--- config.mk ---
export PLATFORM = sky130hd
export DESIGN_NAME = mgmt_irq_aggregator
export DESIGN_NICKNAME = d
export VERILOG_FILES = /design/src/mgmt_irq_pkg.sv /design/src/edge_evt_if.sv /design/src/edge_sampler.sv /design/src/mgmt_irq_aggregator.sv /design/src/sticky_w1c.sv
export SDC_FILE = /design/constraint.sdc
export NUM_CORES = 1
export LEC_CHECK = 0
export BUFFER_PORTS_ARGS = -buffer_cell sky130_fd_sc_hd__buf_2
export CAP_MARGIN = 20
export CELL_PAD_IN_SITES_DETAIL_PLACEMENT = 1
export CELL_PAD_IN_SITES_GLOBAL_PLACEMENT = 2
export CORE_AREA = 2 2 146 91
export CTS_CLUSTER_DIAMETER = 60
export DETAILED_ROUTE_END_ITERATION = 7
export DIE_AREA = 0 0 148 93
export PLACE_DENSITY_LB_ADDON = 0.1
export RECOVER_POWER = 25
export SLEW_MARGIN = 10
export SYNTH_ARGS = -nofsm -noshare
export SYNTH_HDL_FRONTEND = slang
export SYNTH_SLANG_ARGS = --single-unit
--- constraint.sdc ---
create_clock -name clk -period 1.06 [get_ports clk]
set_input_delay 0.318 -clock clk [delete_from_list [all_inputs] [get_ports clk]]
set_output_delay 0.318 -clock clk [all_outputs]
set_load 0.1 [all_outputs]
--- src/mgmt_irq_pkg.sv ---
// Purpose: Shared constants for the management interrupt aggregator
// Assumes: One clock domain, synchronous active-high reset
// Notes:   Bit positions of the enable-2 byte and pin control byte
package mgmt_irq_pkg;

  // ----------------------------------------------------------------
  // Default sizes
  // ----------------------------------------------------------------
  localparam int EDGE_PINS_DEFAULT = 3;
  localparam int GP_EVENTS_DEFAULT = 8;

  // ----------------------------------------------------------------
  // Peripheral event positions in the second status group
  // ----------------------------------------------------------------
  localparam int PERIPH_PARPORT  = 0;
  localparam int PERIPH_SERIAL1  = 1;
  localparam int PERIPH_SERIAL2  = 2;
  localparam int PERIPH_FLOPPY   = 3;
  localparam int PERIPH_INFRARED = 4;
  localparam int PERIPH_AUXMOUSE = 5;
  localparam int PERIPH_SPECMSE  = 6;
  localparam int PERIPH_COUNT    = 7;

  // ----------------------------------------------------------------
  // Second enable register routing bits
  // ----------------------------------------------------------------
  localparam int EN2_PIN_ROUTE    = 7;
  localparam int EN2_SERIAL_ROUTE = 6;
  localparam int EN2_WAKE_ROUTE   = 5;

  // ----------------------------------------------------------------
  // Shared pin control byte
  // ----------------------------------------------------------------
  localparam int PIN_CTRL_POLARITY = 1;
  localparam int PIN_CTRL_DRIVER   = 7;
  // Polarity 0 = active low, driver 0 = open drain
  localparam logic [7:0] PIN_CTRL_RESET = 8'h00;

  // ----------------------------------------------------------------
  // Third wake status / enable registers
  // ----------------------------------------------------------------
  localparam int WAKE3_DEVINT = 3;

endpackage : mgmt_irq_pkg

--- src/edge_evt_if.sv ---
// Purpose: Carries synchronised levels and edge pulses between blocks
// Assumes: Driven by edge_sampler, read by the aggregator
// Notes:   rise and fall are one-cycle pulses
`timescale 1ns/1ps
`default_nettype none
interface edge_evt_if #(
  parameter int W = 1
);
  logic [W-1:0] level;
  logic [W-1:0] rise;
  logic [W-1:0] fall;

  modport src (output level, output rise, output fall);
  modport dst (input level, input rise, input fall);
endinterface : edge_evt_if
`default_nettype wire

--- src/edge_sampler.sv ---
// Purpose: Two-stage synchroniser plus edge detector per input bit
// Assumes: Raw inputs may change at any time
// Notes:   Edges compare the second stage against a third sample
`timescale 1ns/1ps
`default_nettype none
module edge_sampler #(
  parameter int W = 1
) (
  input  wire logic         clk,
  input  wire logic         rst,
  input  wire logic [W-1:0] raw_in,
  edge_evt_if.src           ev
);

  generate
    for (genvar i = 0; i < W; i++) begin : g_bit
      logic meta_reg;
      logic sync_reg;
      logic prev_reg;

      always_ff @(posedge clk) begin
        if (rst) begin
          meta_reg <= 1'b0;
          sync_reg <= 1'b0;
          prev_reg <= 1'b0;
        end else begin
          meta_reg <= raw_in[i];
          sync_reg <= meta_reg;
          prev_reg <= sync_reg;
        end
      end

      assign ev.level[i] = sync_reg;
      assign ev.rise[i]  = sync_reg & ~prev_reg; // RULE25
      assign ev.fall[i]  = ~sync_reg & prev_reg; // RULE25
    end
  endgenerate

endmodule : edge_sampler
`default_nettype wire

--- src/mgmt_irq_aggregator.sv ---
// Purpose: Gathers edge, GPIO and peripheral events into one group interrupt
// Assumes: Register writes arrive as one-cycle clear pulses and config levels
// Notes:   Routes the group interrupt to a pin, serial IRQ2 and wake logic
// Operation
// RULE1: Edge pins fire on both transitions
// RULE2: Dual-edge ignores direction, polarity, driver type
// RULE3: Polarity still inverts the data status bit
// RULE4: Dual-edge interrupt needs selection and enable
// RULE5: Any transition sets sticky wake/mgmt status (code: with dual-edge off, only the polarity-selected edge sets them)
// RULE6: Wake group status set, write-one clears
// RULE7: Misc register collects all edge statuses
// RULE8: Status updates regardless of enable or selection
// RULE9: Pin level follows polarity, driver follows bit7
// RULE10: Pin resets to active-low open drain
// RULE11: Group interrupt ORs all enabled events
// RULE12: Enable2 bit7 routes group onto pin
// RULE13: Enable2 bit6 routes group onto IRQ2
// RULE14: Enable2 bit5 routes group into wake
// RULE15: Peripheral sources each gated by enable
// RULE16: GPIO status edge follows polarity setting
// RULE17: Dual-edge GPIO sets on both edges
// RULE18: Latched GPIO status ANDed with enable
// RULE19: Peripheral status follows source, writes ignored
// RULE20: Infrared status cleared by status-2 read
// RULE21: Live peripheral events ANDed with enable
// RULE22: Registers decoded from runtime block base
// RULE23: Device interrupt status at wake3 bit3
// RULE24: Device interrupt enable at wake3 bit3
// RULE25: Inputs synchronised, edges from consecutive samples
`timescale 1ns/1ps
`default_nettype none
module mgmt_irq_aggregator #(
  parameter int N_EDGE = mgmt_irq_pkg::EDGE_PINS_DEFAULT,
  parameter int N_GP   = mgmt_irq_pkg::GP_EVENTS_DEFAULT
) (
  input  wire logic                                 clk,
  input  wire logic                                 rst,
  // Dual-edge capable pins
  input  wire logic [N_EDGE-1:0]                    edge_pin_in,
  input  wire logic [N_EDGE-1:0]                    edge_polarity,
  input  wire logic [N_EDGE-1:0]                    dual_edge_trigger,
  input  wire logic [N_EDGE-1:0]                    edge_wake_enable,
  input  wire logic [N_EDGE-1:0]                    edge_mgmt_enable,
  input  wire logic [N_EDGE-1:0]                    edge_wake_clear,
  input  wire logic [N_EDGE-1:0]                    edge_mgmt_clear,
  input  wire logic [N_EDGE-1:0]                    edge_group_clear,
  input  wire logic [N_EDGE-1:0]                    misc_clear,
  output logic      [N_EDGE-1:0]                    edge_data_status,
  output logic      [N_EDGE-1:0]                    edge_wake_status,
  output logic      [N_EDGE-1:0]                    edge_mgmt_status,
  output logic      [N_EDGE-1:0]                    wake_status_reg_group,
  output logic      [N_EDGE-1:0]                    misc_edge_status_reg,
  output logic                                      edge_wake_request,
  // Single-edge GPIO and tachometer events
  input  wire logic [N_GP-1:0]                      gp_event_in,
  input  wire logic [N_GP-1:0]                      gp_polarity,
  input  wire logic [N_GP-1:0]                      gp_mgmt_enable,
  input  wire logic [N_GP-1:0]                      gp_mgmt_clear,
  output logic      [N_GP-1:0]                      gp_mgmt_status,
  // Peripheral events
  input  wire logic [mgmt_irq_pkg::PERIPH_COUNT-1:0] periph_event,
  input  wire logic [mgmt_irq_pkg::PERIPH_COUNT-1:0] periph_enable,
  input  wire logic                                 status2_read,
  output logic      [mgmt_irq_pkg::PERIPH_COUNT-1:0] mgmt_irq_status_reg_second,
  // Routing and shared pin control
  input  wire logic [7:0]                           mgmt_enable_second,
  input  wire logic                                 shared_pin_irq_select,
  input  wire logic                                 pin_ctrl_write,
  input  wire logic [7:0]                           pin_ctrl_wdata,
  output logic      [7:0]                           pin_ctrl_reg,
  input  wire logic                                 device_irq_wake_enable,
  output logic                                      group_mgmt_irq_internal,
  output logic                                      group_mgmt_irq_pin_out,
  output logic                                      group_mgmt_irq_pin_oe,
  output logic                                      serial_irq2_request,
  // Status and enable bits are ports; the runtime block decodes their offsets
  output logic      [7:0]                           wake_status_reg_third, // RULE22
  output logic                                      device_irq_wake_request
);

  // ----------------------------------------------------------------
  // Parameter checks
  // ----------------------------------------------------------------
  if (N_EDGE < 1 || N_EDGE > 32) begin : g_bad_edge
    $error("N_EDGE out of range");
  end
  if (N_GP < 1 || N_GP > 32) begin : g_bad_gp
    $error("N_GP out of range");
  end

  // ----------------------------------------------------------------
  // Input sampling
  // ----------------------------------------------------------------
  edge_evt_if #(.W(N_EDGE)) ev_e ();
  edge_evt_if #(.W(N_GP))   ev_g ();

  edge_sampler #(.W(N_EDGE)) u_edge_samp (
    .clk    (clk),
    .rst    (rst),
    .raw_in (edge_pin_in),
    .ev     (ev_e.src)
  );

  edge_sampler #(.W(N_GP)) u_gp_samp (
    .clk    (clk),
    .rst    (rst),
    .raw_in (gp_event_in),
    .ev     (ev_g.src)
  );

  // ----------------------------------------------------------------
  // Dual-edge pin status
  // ----------------------------------------------------------------
  logic [N_EDGE-1:0] edge_any;
  logic [N_EDGE-1:0] edge_pol_hit;
  logic [N_EDGE-1:0] edge_irq_set;

  // Only polarity chooses the edge when dual-edge is off
  assign edge_any     = ev_e.rise | ev_e.fall; // RULE1
  assign edge_pol_hit = (ev_e.rise & ~edge_polarity) | (ev_e.fall & edge_polarity);
  assign edge_irq_set = (dual_edge_trigger & edge_any)
                      | (~dual_edge_trigger & edge_pol_hit); // RULE17 RULE2

  sticky_w1c #(.W(N_EDGE)) u_edge_wake (
    .clk    (clk),
    .rst    (rst),
    .set    (edge_irq_set), // RULE5 RULE8
    .clr    (edge_wake_clear),
    .status (edge_wake_status)
  );

  sticky_w1c #(.W(N_EDGE)) u_edge_mgmt (
    .clk    (clk),
    .rst    (rst),
    .set    (edge_irq_set), // RULE5 RULE8
    .clr    (edge_mgmt_clear),
    .status (edge_mgmt_status)
  );

  sticky_w1c #(.W(N_EDGE)) u_edge_group (
    .clk    (clk),
    .rst    (rst),
    .set    (edge_any), // RULE6 RULE8
    .clr    (edge_group_clear),
    .status (wake_status_reg_group)
  );

  sticky_w1c #(.W(N_EDGE)) u_misc (
    .clk    (clk),
    .rst    (rst),
    .set    (edge_any), // RULE7 RULE8
    .clr    (misc_clear),
    .status (misc_edge_status_reg)
  );

  always_ff @(posedge clk) begin
    if (rst) begin
      edge_data_status <= '0;
    end else begin
      edge_data_status <= ev_e.level ^ edge_polarity; // RULE3
    end
  end

  always_ff @(posedge clk) begin
    if (rst) begin
      edge_wake_request <= 1'b0;
    end else begin
      edge_wake_request <= |(edge_wake_status & edge_wake_enable & dual_edge_trigger); // RULE4
    end
  end

  // ----------------------------------------------------------------
  // Single-edge GPIO and tachometer status
  // ----------------------------------------------------------------
  logic [N_GP-1:0] gp_set;

  assign gp_set = (ev_g.rise & ~gp_polarity) | (ev_g.fall & gp_polarity); // RULE16

  sticky_w1c #(.W(N_GP)) u_gp_mgmt (
    .clk    (clk),
    .rst    (rst),
    .set    (gp_set),
    .clr    (gp_mgmt_clear), // RULE17
    .status (gp_mgmt_status)
  );

  // ----------------------------------------------------------------
  // Peripheral status
  // ----------------------------------------------------------------
  logic                                 ir_status;
  logic [mgmt_irq_pkg::PERIPH_COUNT-1:0] periph_view;

  // Infrared is the only latched peripheral flag
  sticky_w1c #(.W(1)) u_ir (
    .clk    (clk),
    .rst    (rst),
    .set    (periph_event[mgmt_irq_pkg::PERIPH_INFRARED]),
    .clr    (status2_read), // RULE20
    .status (ir_status)
  );

  always_comb begin
    periph_view = periph_event; // RULE19
    periph_view[mgmt_irq_pkg::PERIPH_INFRARED] = ir_status;
  end

  always_ff @(posedge clk) begin
    if (rst) begin
      mgmt_irq_status_reg_second <= '0;
    end else begin
      mgmt_irq_status_reg_second <= periph_view; // RULE19
    end
  end

  // ----------------------------------------------------------------
  // Group interrupt
  // ----------------------------------------------------------------
  logic group_next;

  assign group_next = |(periph_view & periph_enable) // RULE21 RULE15
                    | |(gp_mgmt_status & gp_mgmt_enable) // RULE18
                    | |(edge_mgmt_status & edge_mgmt_enable & dual_edge_trigger); // RULE11 RULE4

  always_ff @(posedge clk) begin
    if (rst) begin
      group_mgmt_irq_internal <= 1'b0;
    end else begin
      group_mgmt_irq_internal <= group_next; // RULE11
    end
  end

  // ----------------------------------------------------------------
  // Shared pin control byte
  // ----------------------------------------------------------------
  always_ff @(posedge clk) begin
    if (rst) begin
      pin_ctrl_reg <= mgmt_irq_pkg::PIN_CTRL_RESET; // RULE10
    end else if (pin_ctrl_write) begin
      pin_ctrl_reg <= pin_ctrl_wdata;
    end
  end

  // ----------------------------------------------------------------
  // Routing to pin, serial IRQ2 and wake logic
  // ----------------------------------------------------------------
  logic pin_assert;
  logic pin_active_high;
  logic pin_push_pull;

  assign pin_assert      = group_mgmt_irq_internal
                         & mgmt_enable_second[mgmt_irq_pkg::EN2_PIN_ROUTE]; // RULE12
  assign pin_active_high = pin_ctrl_reg[mgmt_irq_pkg::PIN_CTRL_POLARITY];
  assign pin_push_pull   = pin_ctrl_reg[mgmt_irq_pkg::PIN_CTRL_DRIVER];

  always_ff @(posedge clk) begin
    if (rst) begin
      group_mgmt_irq_pin_out <= 1'b0;
      group_mgmt_irq_pin_oe  <= 1'b0;
    end else begin
      // Wire level: asserted matches the programmed active level
      group_mgmt_irq_pin_out <= pin_assert ~^ pin_active_high; // RULE9
      // Open drain only drives the low level
      group_mgmt_irq_pin_oe  <= shared_pin_irq_select
                              & (pin_push_pull | ~(pin_assert ~^ pin_active_high)); // RULE9
    end
  end

  always_ff @(posedge clk) begin
    if (rst) begin
      serial_irq2_request <= 1'b0;
    end else begin
      serial_irq2_request <= group_mgmt_irq_internal
                           & mgmt_enable_second[mgmt_irq_pkg::EN2_SERIAL_ROUTE]; // RULE13
    end
  end

  always_ff @(posedge clk) begin
    if (rst) begin
      wake_status_reg_third   <= '0;
      device_irq_wake_request <= 1'b0;
    end else begin
      wake_status_reg_third <= '0;
      wake_status_reg_third[mgmt_irq_pkg::WAKE3_DEVINT] <= group_mgmt_irq_internal
        & mgmt_enable_second[mgmt_irq_pkg::EN2_WAKE_ROUTE]; // RULE14 RULE23
      device_irq_wake_request <= wake_status_reg_third[mgmt_irq_pkg::WAKE3_DEVINT]
                               & device_irq_wake_enable; // RULE24
    end
  end
endmodule : mgmt_irq_aggregator
`default_nettype wire

--- src/sticky_w1c.sv ---
// Purpose: Vector of sticky status flags, set by hardware, write-one clear
// Assumes: set and clr are one-cycle pulses per bit
// Notes:   A set in the clearing cycle wins
`timescale 1ns/1ps
`default_nettype none
module sticky_w1c #(
  parameter int W = 1
) (
  input  wire logic         clk,
  input  wire logic         rst,
  input  wire logic [W-1:0] set,
  input  wire logic [W-1:0] clr,
  output logic      [W-1:0] status
);

  always_ff @(posedge clk) begin
    if (rst) begin
      status <= '0;
    end else begin
      status <= set | (status & ~clr);
    end
  end

endmodule : sticky_w1c
`default_nettype wire
Word-level counts from Yosys, hierarchy flattened
Cells that the tools add are included.

Output and inout port bits: 52. Input port bits: 95. Flip-flop bits (word level): 86.

Bitwise operators: 92. Reduce and logical (&&, ||, !) cells: 4.

Operators with widths (count): $and 3x3->3 (12); $and 8x8->8 (4); $and 1x1->1 (28); $not 1->1 (24); $or 3x3->3 (7); $not 3->3 (6); $not 8->8 (2); $or 8x8->8 (2); $reduce_or 8->1 (1); $and 7x7->7 (1); $reduce_or 7->1 (1); $reduce_or 3->1 (2); $or 1x1->1 (4); $xor 3x3->3 (1); $xnor 1x1->1 (1).

Logic depth before layout (Yosys ltp)
Depth after elaboration: 7. Depth in mapped cells: 5. Depth with buffers taken out: 5.

Hierarchy
From an unflattened synthesis, not the netlist that was laid out.

Cell total of the unflattened synthesis: 302. Area, all modules: 3106.7 sq um.

By module, submodules not included: mgmt_irq_aggregator (cells each 116, sequential area each 500.5 sq um, area each 1116.1 sq um, instances 1); edge_sampler (u_gp_samp) (cells each 74, sequential area each 480.5 sq um, area each 853.3 sq um, instances 1); sticky_w1c (u_edge_group ...) (cells each 12, sequential area each 60.1 sq um, area each 105.1 sq um, instances 4); sticky_w1c (u_gp_mgmt) (cells each 33, sequential area each 160.2 sq um, area each 381.6 sq um, instances 1); edge_sampler (u_edge_samp) (cells each 27, sequential area each 180.2 sq um, area each 296.5 sq um, instances 1); sticky_w1c (u_ir) (cells each 4, sequential area each 20.0 sq um, area each 38.8 sq um, instances 1).

Worst setup path after synthesis
OpenSTA, ideal clock, no wires.

Path kind: reg2reg. Start point: register group_mgmt_irq_internal. End point: register group_mgmt_irq_pin_oe. Stages on the path, launching flop included: 5. Data arrival time: 1.528 ns. Data required time: 0.980 ns. Setup time: 0.080 ns. Path slack: -0.548 ns. Cell sequence: dfxtp_1 -> nand2_1 -> xnor2_1 -> nor2_1 -> nor3b_1.

Cells in the longest elaborated chain, start to end: 5.

Ends and longest elaborated chain: start: declaration (RTL line mgmt_irq_aggregator.sv:72) `output logic group_mgmt_irq_internal,`; start signal: assignment (RTL line mgmt_irq_aggregator.sv:228) `group_mgmt_irq_internal <= group_next;`; $and 1x1->1 (RTL line mgmt_irq_aggregator.sv:251) `& mgmt_enable_second[mgmt_irq_pkg::EN2_PIN_ROUTE];`; $xnor 1x1->1 (RTL line mgmt_irq_aggregator.sv:264) `& (pin_push_pull | ~(pin_assert ~^ pin_active_high));`; $not 1->1 (RTL line mgmt_irq_aggregator.sv:264); $or 1x1->1 (RTL line mgmt_irq_aggregator.sv:264); $and 1x1->1 (RTL line mgmt_irq_aggregator.sv:264); end signal: assignment (RTL line mgmt_irq_aggregator.sv:263) `group_mgmt_irq_pin_oe <= shared_pin_irq_select`; end: declaration (RTL line mgmt_irq_aggregator.sv:74) `output logic group_mgmt_irq_pin_oe,`.

Every way passes these cells. A chain may end at the register's enable or synchronous reset.

Worst setup path in the final report
Start point: register u_edge_mgmt.status[2]. End point: output port edge_mgmt_status[2].

RTL lines: start: declaration (RTL line sticky_w1c.sv:13) `output logic [W-1:0] status`; start signal: assignment (RTL line sticky_w1c.sv:20) `status <= set | (status & ~clr);`; end: declaration (RTL line mgmt_irq_aggregator.sv:50) `output logic [N_EDGE-1:0] edge_mgmt_status,`.

No word-level cell between the ends.

==> results by group <==
Outcome
  – Violated checks: negative setup slack
  – Run status: complete, but fails checks

Cells and area
  – Area Overhead vs Synth: 85.8%
  – Number of nets at the end of the flow: 566
  – Proportion of layout cells with a drive suffix above 1: 0.581
  – Antenna cells: 0
  – FILL cells: 1410

Critical path
  – Register-to-register path setup slack: -0.12 ns
  – Arrival time reported for the critical path endpoint: 0.94 ns
  – Top delay family on crit path: flip-flops
  – Slowest Stage Delay on Critical Path: 0.34 ns
  – Slowest library cell on the worst path: sky130_fd_sc_hd__dfxtp_4
  – Critical path type: reg -> out
  – Maximum fanout along the worst path: 2
  – Data required time at the worst endpoint: 0.74 ns
  – Number of buffers and inverters on the critical path: 2
  – Category of the worst setup path launch point: flop
  – Endpoint class of the critical path: primary output
  – Cells traversed along the worst timing path: buf_6 -> buf_12

Placement
  – Total half-perimeter wirelength after legalization and detailed placement: 6.14 mm
  – IO Port Bufs: 134
  – Pre-CTS setup slack: -0.162 ns
  – Placer congestion estimate: 0.718

STA
  – Clk_skew: 0.00617 ns
  – Fraction of the cycle the final worst path needs: 1.18
  – Final critical-path setup slack: -0.196 ns
  – Worst relative slew slack: 0.617
  – Total count of hold-check failures in the final report: 0
  – Max-slew violations: 0
  – Number of endpoints failing setup at the final stage: 52
  – Highest clock frequency the design can meet: 796 MHz
  – Post-Route Hold Slack: 0.197 ns
  – Actual slew at the worst max-slew pin: 0.574 ns
  – Fin Setup TNS: -6.05 ns
  – Final period demand of the worst path: 1.26 ns
  – Unrepaired setup endpoints after global routing: true

Min path
  – Path type of the worst min-delay path: in -> reg

Synth
  – Post-synthesis cell type with the largest combined area: sky130_fd_sc_hd__dfxtp_1
  – Area share of the largest cell type after synthesis: 0.563
  – Mapped Area: 2810 µm²
  – Post-synth ARST share: 0
  – Area contributors post-synth: sky130_fd_sc_hd__dfxtp_1 56%, sky130_fd_sc_hd__nor2b_1 8.2%, sky130_fd_sc_hd__nor2_1 5.2%
  – Netlist cell types: 28
  – Number of warnings issued by yosys: 0
  – Syn avg cell area: 9.99 µm²
  – Most common flop cell mapped by yosys: sky130_fd_sc_hd__dfxtp_1
  – Number of register bits inferred by synthesis: 79
  – Synthesized instance count: 281
  – Sequential element share of the synthesized area: 0.563
  – Count of flip-flops with a built-in enable after synthesis: 0

Pwr
  – Switching share of power: 0.299
  – Net switching power: 2.41 mW
  – Clk pwr share: 0.365
  – Cell-internal power: 5.67 mW
  – Total power: 8.08 mW
  – LEAKAGE: 2.31 nW
  – Pwr per Cell Area: 1550 nW/µm²
  – Maximum vdd drop: 0.000789 V
  – Flop pwr share: 0.400
  – Combinational Power Share: 0.235

Route
  – First-pass DRT Iterations: 4
  – Number of vias after detailed routing: 2527
  – Violation count after the first detailed-routing iteration: 65
  – Routed WL per cell: 12.7 µm
  – Post-route DRC: 0
  – Detailed Route WL: 8.15 mm
  – Post-detailed-route via-to-cell ratio: 3.95
  – ANT nets after route: 0

Floorplanning
  – Core area: 12500 µm²
  – Die extent in y: 93 µm
  – Width of the chip: 148 µm
  – Initial core utilization: 0.225
  – Count of boundary I/O pins: 147
  – Row cnt: 32
  – Overall die area: 13800 µm²

Clock network
  – Number of CTS-inserted buffers: 9
  – Number of H-tree levels: 3
  – Clk slew on worst S/H paths: 0.06 ns
  – Number of clock sinks: 79
  – Buffer type at the clock tree root: sky130_fd_sc_hd__clkbuf_16
  – Clock insertion delay at the later pin of the skew report: 0.33 ns
  – TritonCTS clock tree: built
  – Clock buffer depth: 2

GRT
  – First-pass GRT wire length: 13.0 mm
  – Remaining global-route overflow: 0
  – Met2 track demand over resource in global routing: 0.193
  – Maximum number of pins on one net before global-route repair: 48
  – Overall Global Routing Usage: 0.121
  – Initial antenna violation count: 0
  – Met3 GRT Util: 0.0454
  – Highest-utilization routing layer at the global route stage: met2
  – Number of global-route vias before repair: 2602
  – Met1 track demand over resource in global routing: 0.155

Run
  – Number of max-capacitance violations reported: 0
synth_stat cells (2+ instances only):
master / n
sky130_fd_sc_hd__dfxtp_1: 79
sky130_fd_sc_hd__nor2_1: 39
sky130_fd_sc_hd__nor2b_1: 37
sky130_fd_sc_hd__inv_1: 14
sky130_fd_sc_hd__nand2_1: 14
sky130_fd_sc_hd__a21oi_1: 13
sky130_fd_sc_hd__nand2b_1: 13
sky130_fd_sc_hd__buf_4: 8
sky130_fd_sc_hd__mux2i_1: 8
sky130_fd_sc_hd__a221oi_1: 7
sky130_fd_sc_hd__buf_2: 7
sky130_fd_sc_hd__nand3_1: 7
sky130_fd_sc_hd__ha_1: 6
sky130_fd_sc_hd__a22oi_1: 4
sky130_fd_sc_hd__xnor2_1: 4
sky130_fd_sc_hd__a31oi_1: 3
sky130_fd_sc_hd__mux2_2: 3
sky130_fd_sc_hd__o21ai_2: 3
sky130_fd_sc_hd__and3b_1: 2
sky130_fd_sc_hd__buf_6: 2
cells by family (layout without fill, tap and decap cells):
| group | after synthesis | after routing | synth area share |
|---|---|---|---|
| compound gates | 33 | 33 | 0.0838 |
| xor+xnor | 4 | 4 | 0.0125 |
| fa+ha+maj | 6 | 6 | 0.0267 |
| buf+inv | 31 | 214 | 0.0606 |
| flops | 79 | 79 | 0.563 |
| mux | 11 | 11 | 0.0406 |
| other cells | 1 | 7 | 0.00134 |
| simple gates | 116 | 116 | 0.211 |
area by class of cell:
class                   instances  area, µm²  area share
repair buffers                184       1760       0.337
flip-flops and latches         79       1690       0.324
multi-input cells             177       1210       0.231
clock buffers                  13        272      0.0520
well taps                     170        213      0.0408
inverters                      14       60.1      0.0115
clock inverters                 3       16.3     0.00312
power by group through the flow:
stage | registers, mW | clock network, mW | logic (mW)
detailed placement | 3.31 | 0 | 1.81
floorplan | 3.95 | 0 | 0.402
CTS | 3.24 | 3.12 | 1.89
global placement | 3.30 | 0 | 1.79
finish | 3.23 | 2.95 | 1.90
global route | 3.25 | 3.23 | 2.00
per-stage QoR:
step           std cells   util  area (µm²)
3_5_place_dp         602  0.370        4620
4_1_cts              635  0.411        5140
5_1_grt              640  0.418        5220
2_1_floorplan        287      -        2950
3_3_place_gp         602  0.370        4620
6_report             640  0.418        5220
cells in the final DEF (no fill, tap or decap), types with 3 or more instances in the layout:
cell type	Yosys	final
sky130_fd_sc_hd__mux2i_1	8	8
sky130_fd_sc_hd__dfxtp_1	79	28
sky130_fd_sc_hd__inv_4	0	4
sky130_fd_sc_hd__a22oi_1	4	3
sky130_fd_sc_hd__mux2_4	0	3
sky130_fd_sc_hd__xnor2_1	4	3
sky130_fd_sc_hd__inv_1	14	9
sky130_fd_sc_hd__a221oi_1	7	7
sky130_fd_sc_hd__nor2_1	39	37
sky130_fd_sc_hd__buf_2	7	88
sky130_fd_sc_hd__buf_6	2	12
sky130_fd_sc_hd__a21oi_1	13	12
sky130_fd_sc_hd__dfxtp_2	0	33
sky130_fd_sc_hd__ha_4	0	4
sky130_fd_sc_hd__clkbuf_16	0	10
sky130_fd_sc_hd__conb_1	1	7
sky130_fd_sc_hd__nor2b_1	37	37
sky130_fd_sc_hd__buf_4	8	35
sky130_fd_sc_hd__nand3_1	7	7
sky130_fd_sc_hd__nand2b_1	13	13
sky130_fd_sc_hd__clkbuf_1	0	4
sky130_fd_sc_hd__a31oi_1	3	3
sky130_fd_sc_hd__nand2_1	14	13
sky130_fd_sc_hd__dfxtp_4	0	18
sky130_fd_sc_hd__buf_12	0	45
what timing repair did:
action	CTS	global route
endpoints found under the setup margin	52	54
buffers inserted	18	7
hold buffers	0	0
gates cloned	0	0
gates resized for setup	24	18
pin swaps	8	7
final timing paths:
check / end / start / cells past startpoint
min reg2reg: u_gp_samp.g_bit[2].sync_reg / u_gp_samp.g_bit[2].meta_reg / 1
max: edge_mgmt_status[2] / u_edge_mgmt.status[2] / 2
max reg2reg: u_edge_mgmt.status[2] / u_edge_samp.g_bit[2].sync_reg / 5
min: u_gp_samp.g_bit[7].meta_reg / gp_event_in[7] / 2
routing by layer:
metal  vias up  share of wire
li1       1272              -
met1      1162           0.46
met5         -              0
met3         9          0.072
met4         0          0.010
met2        84           0.45
Power figures use the tool's default switching activity.
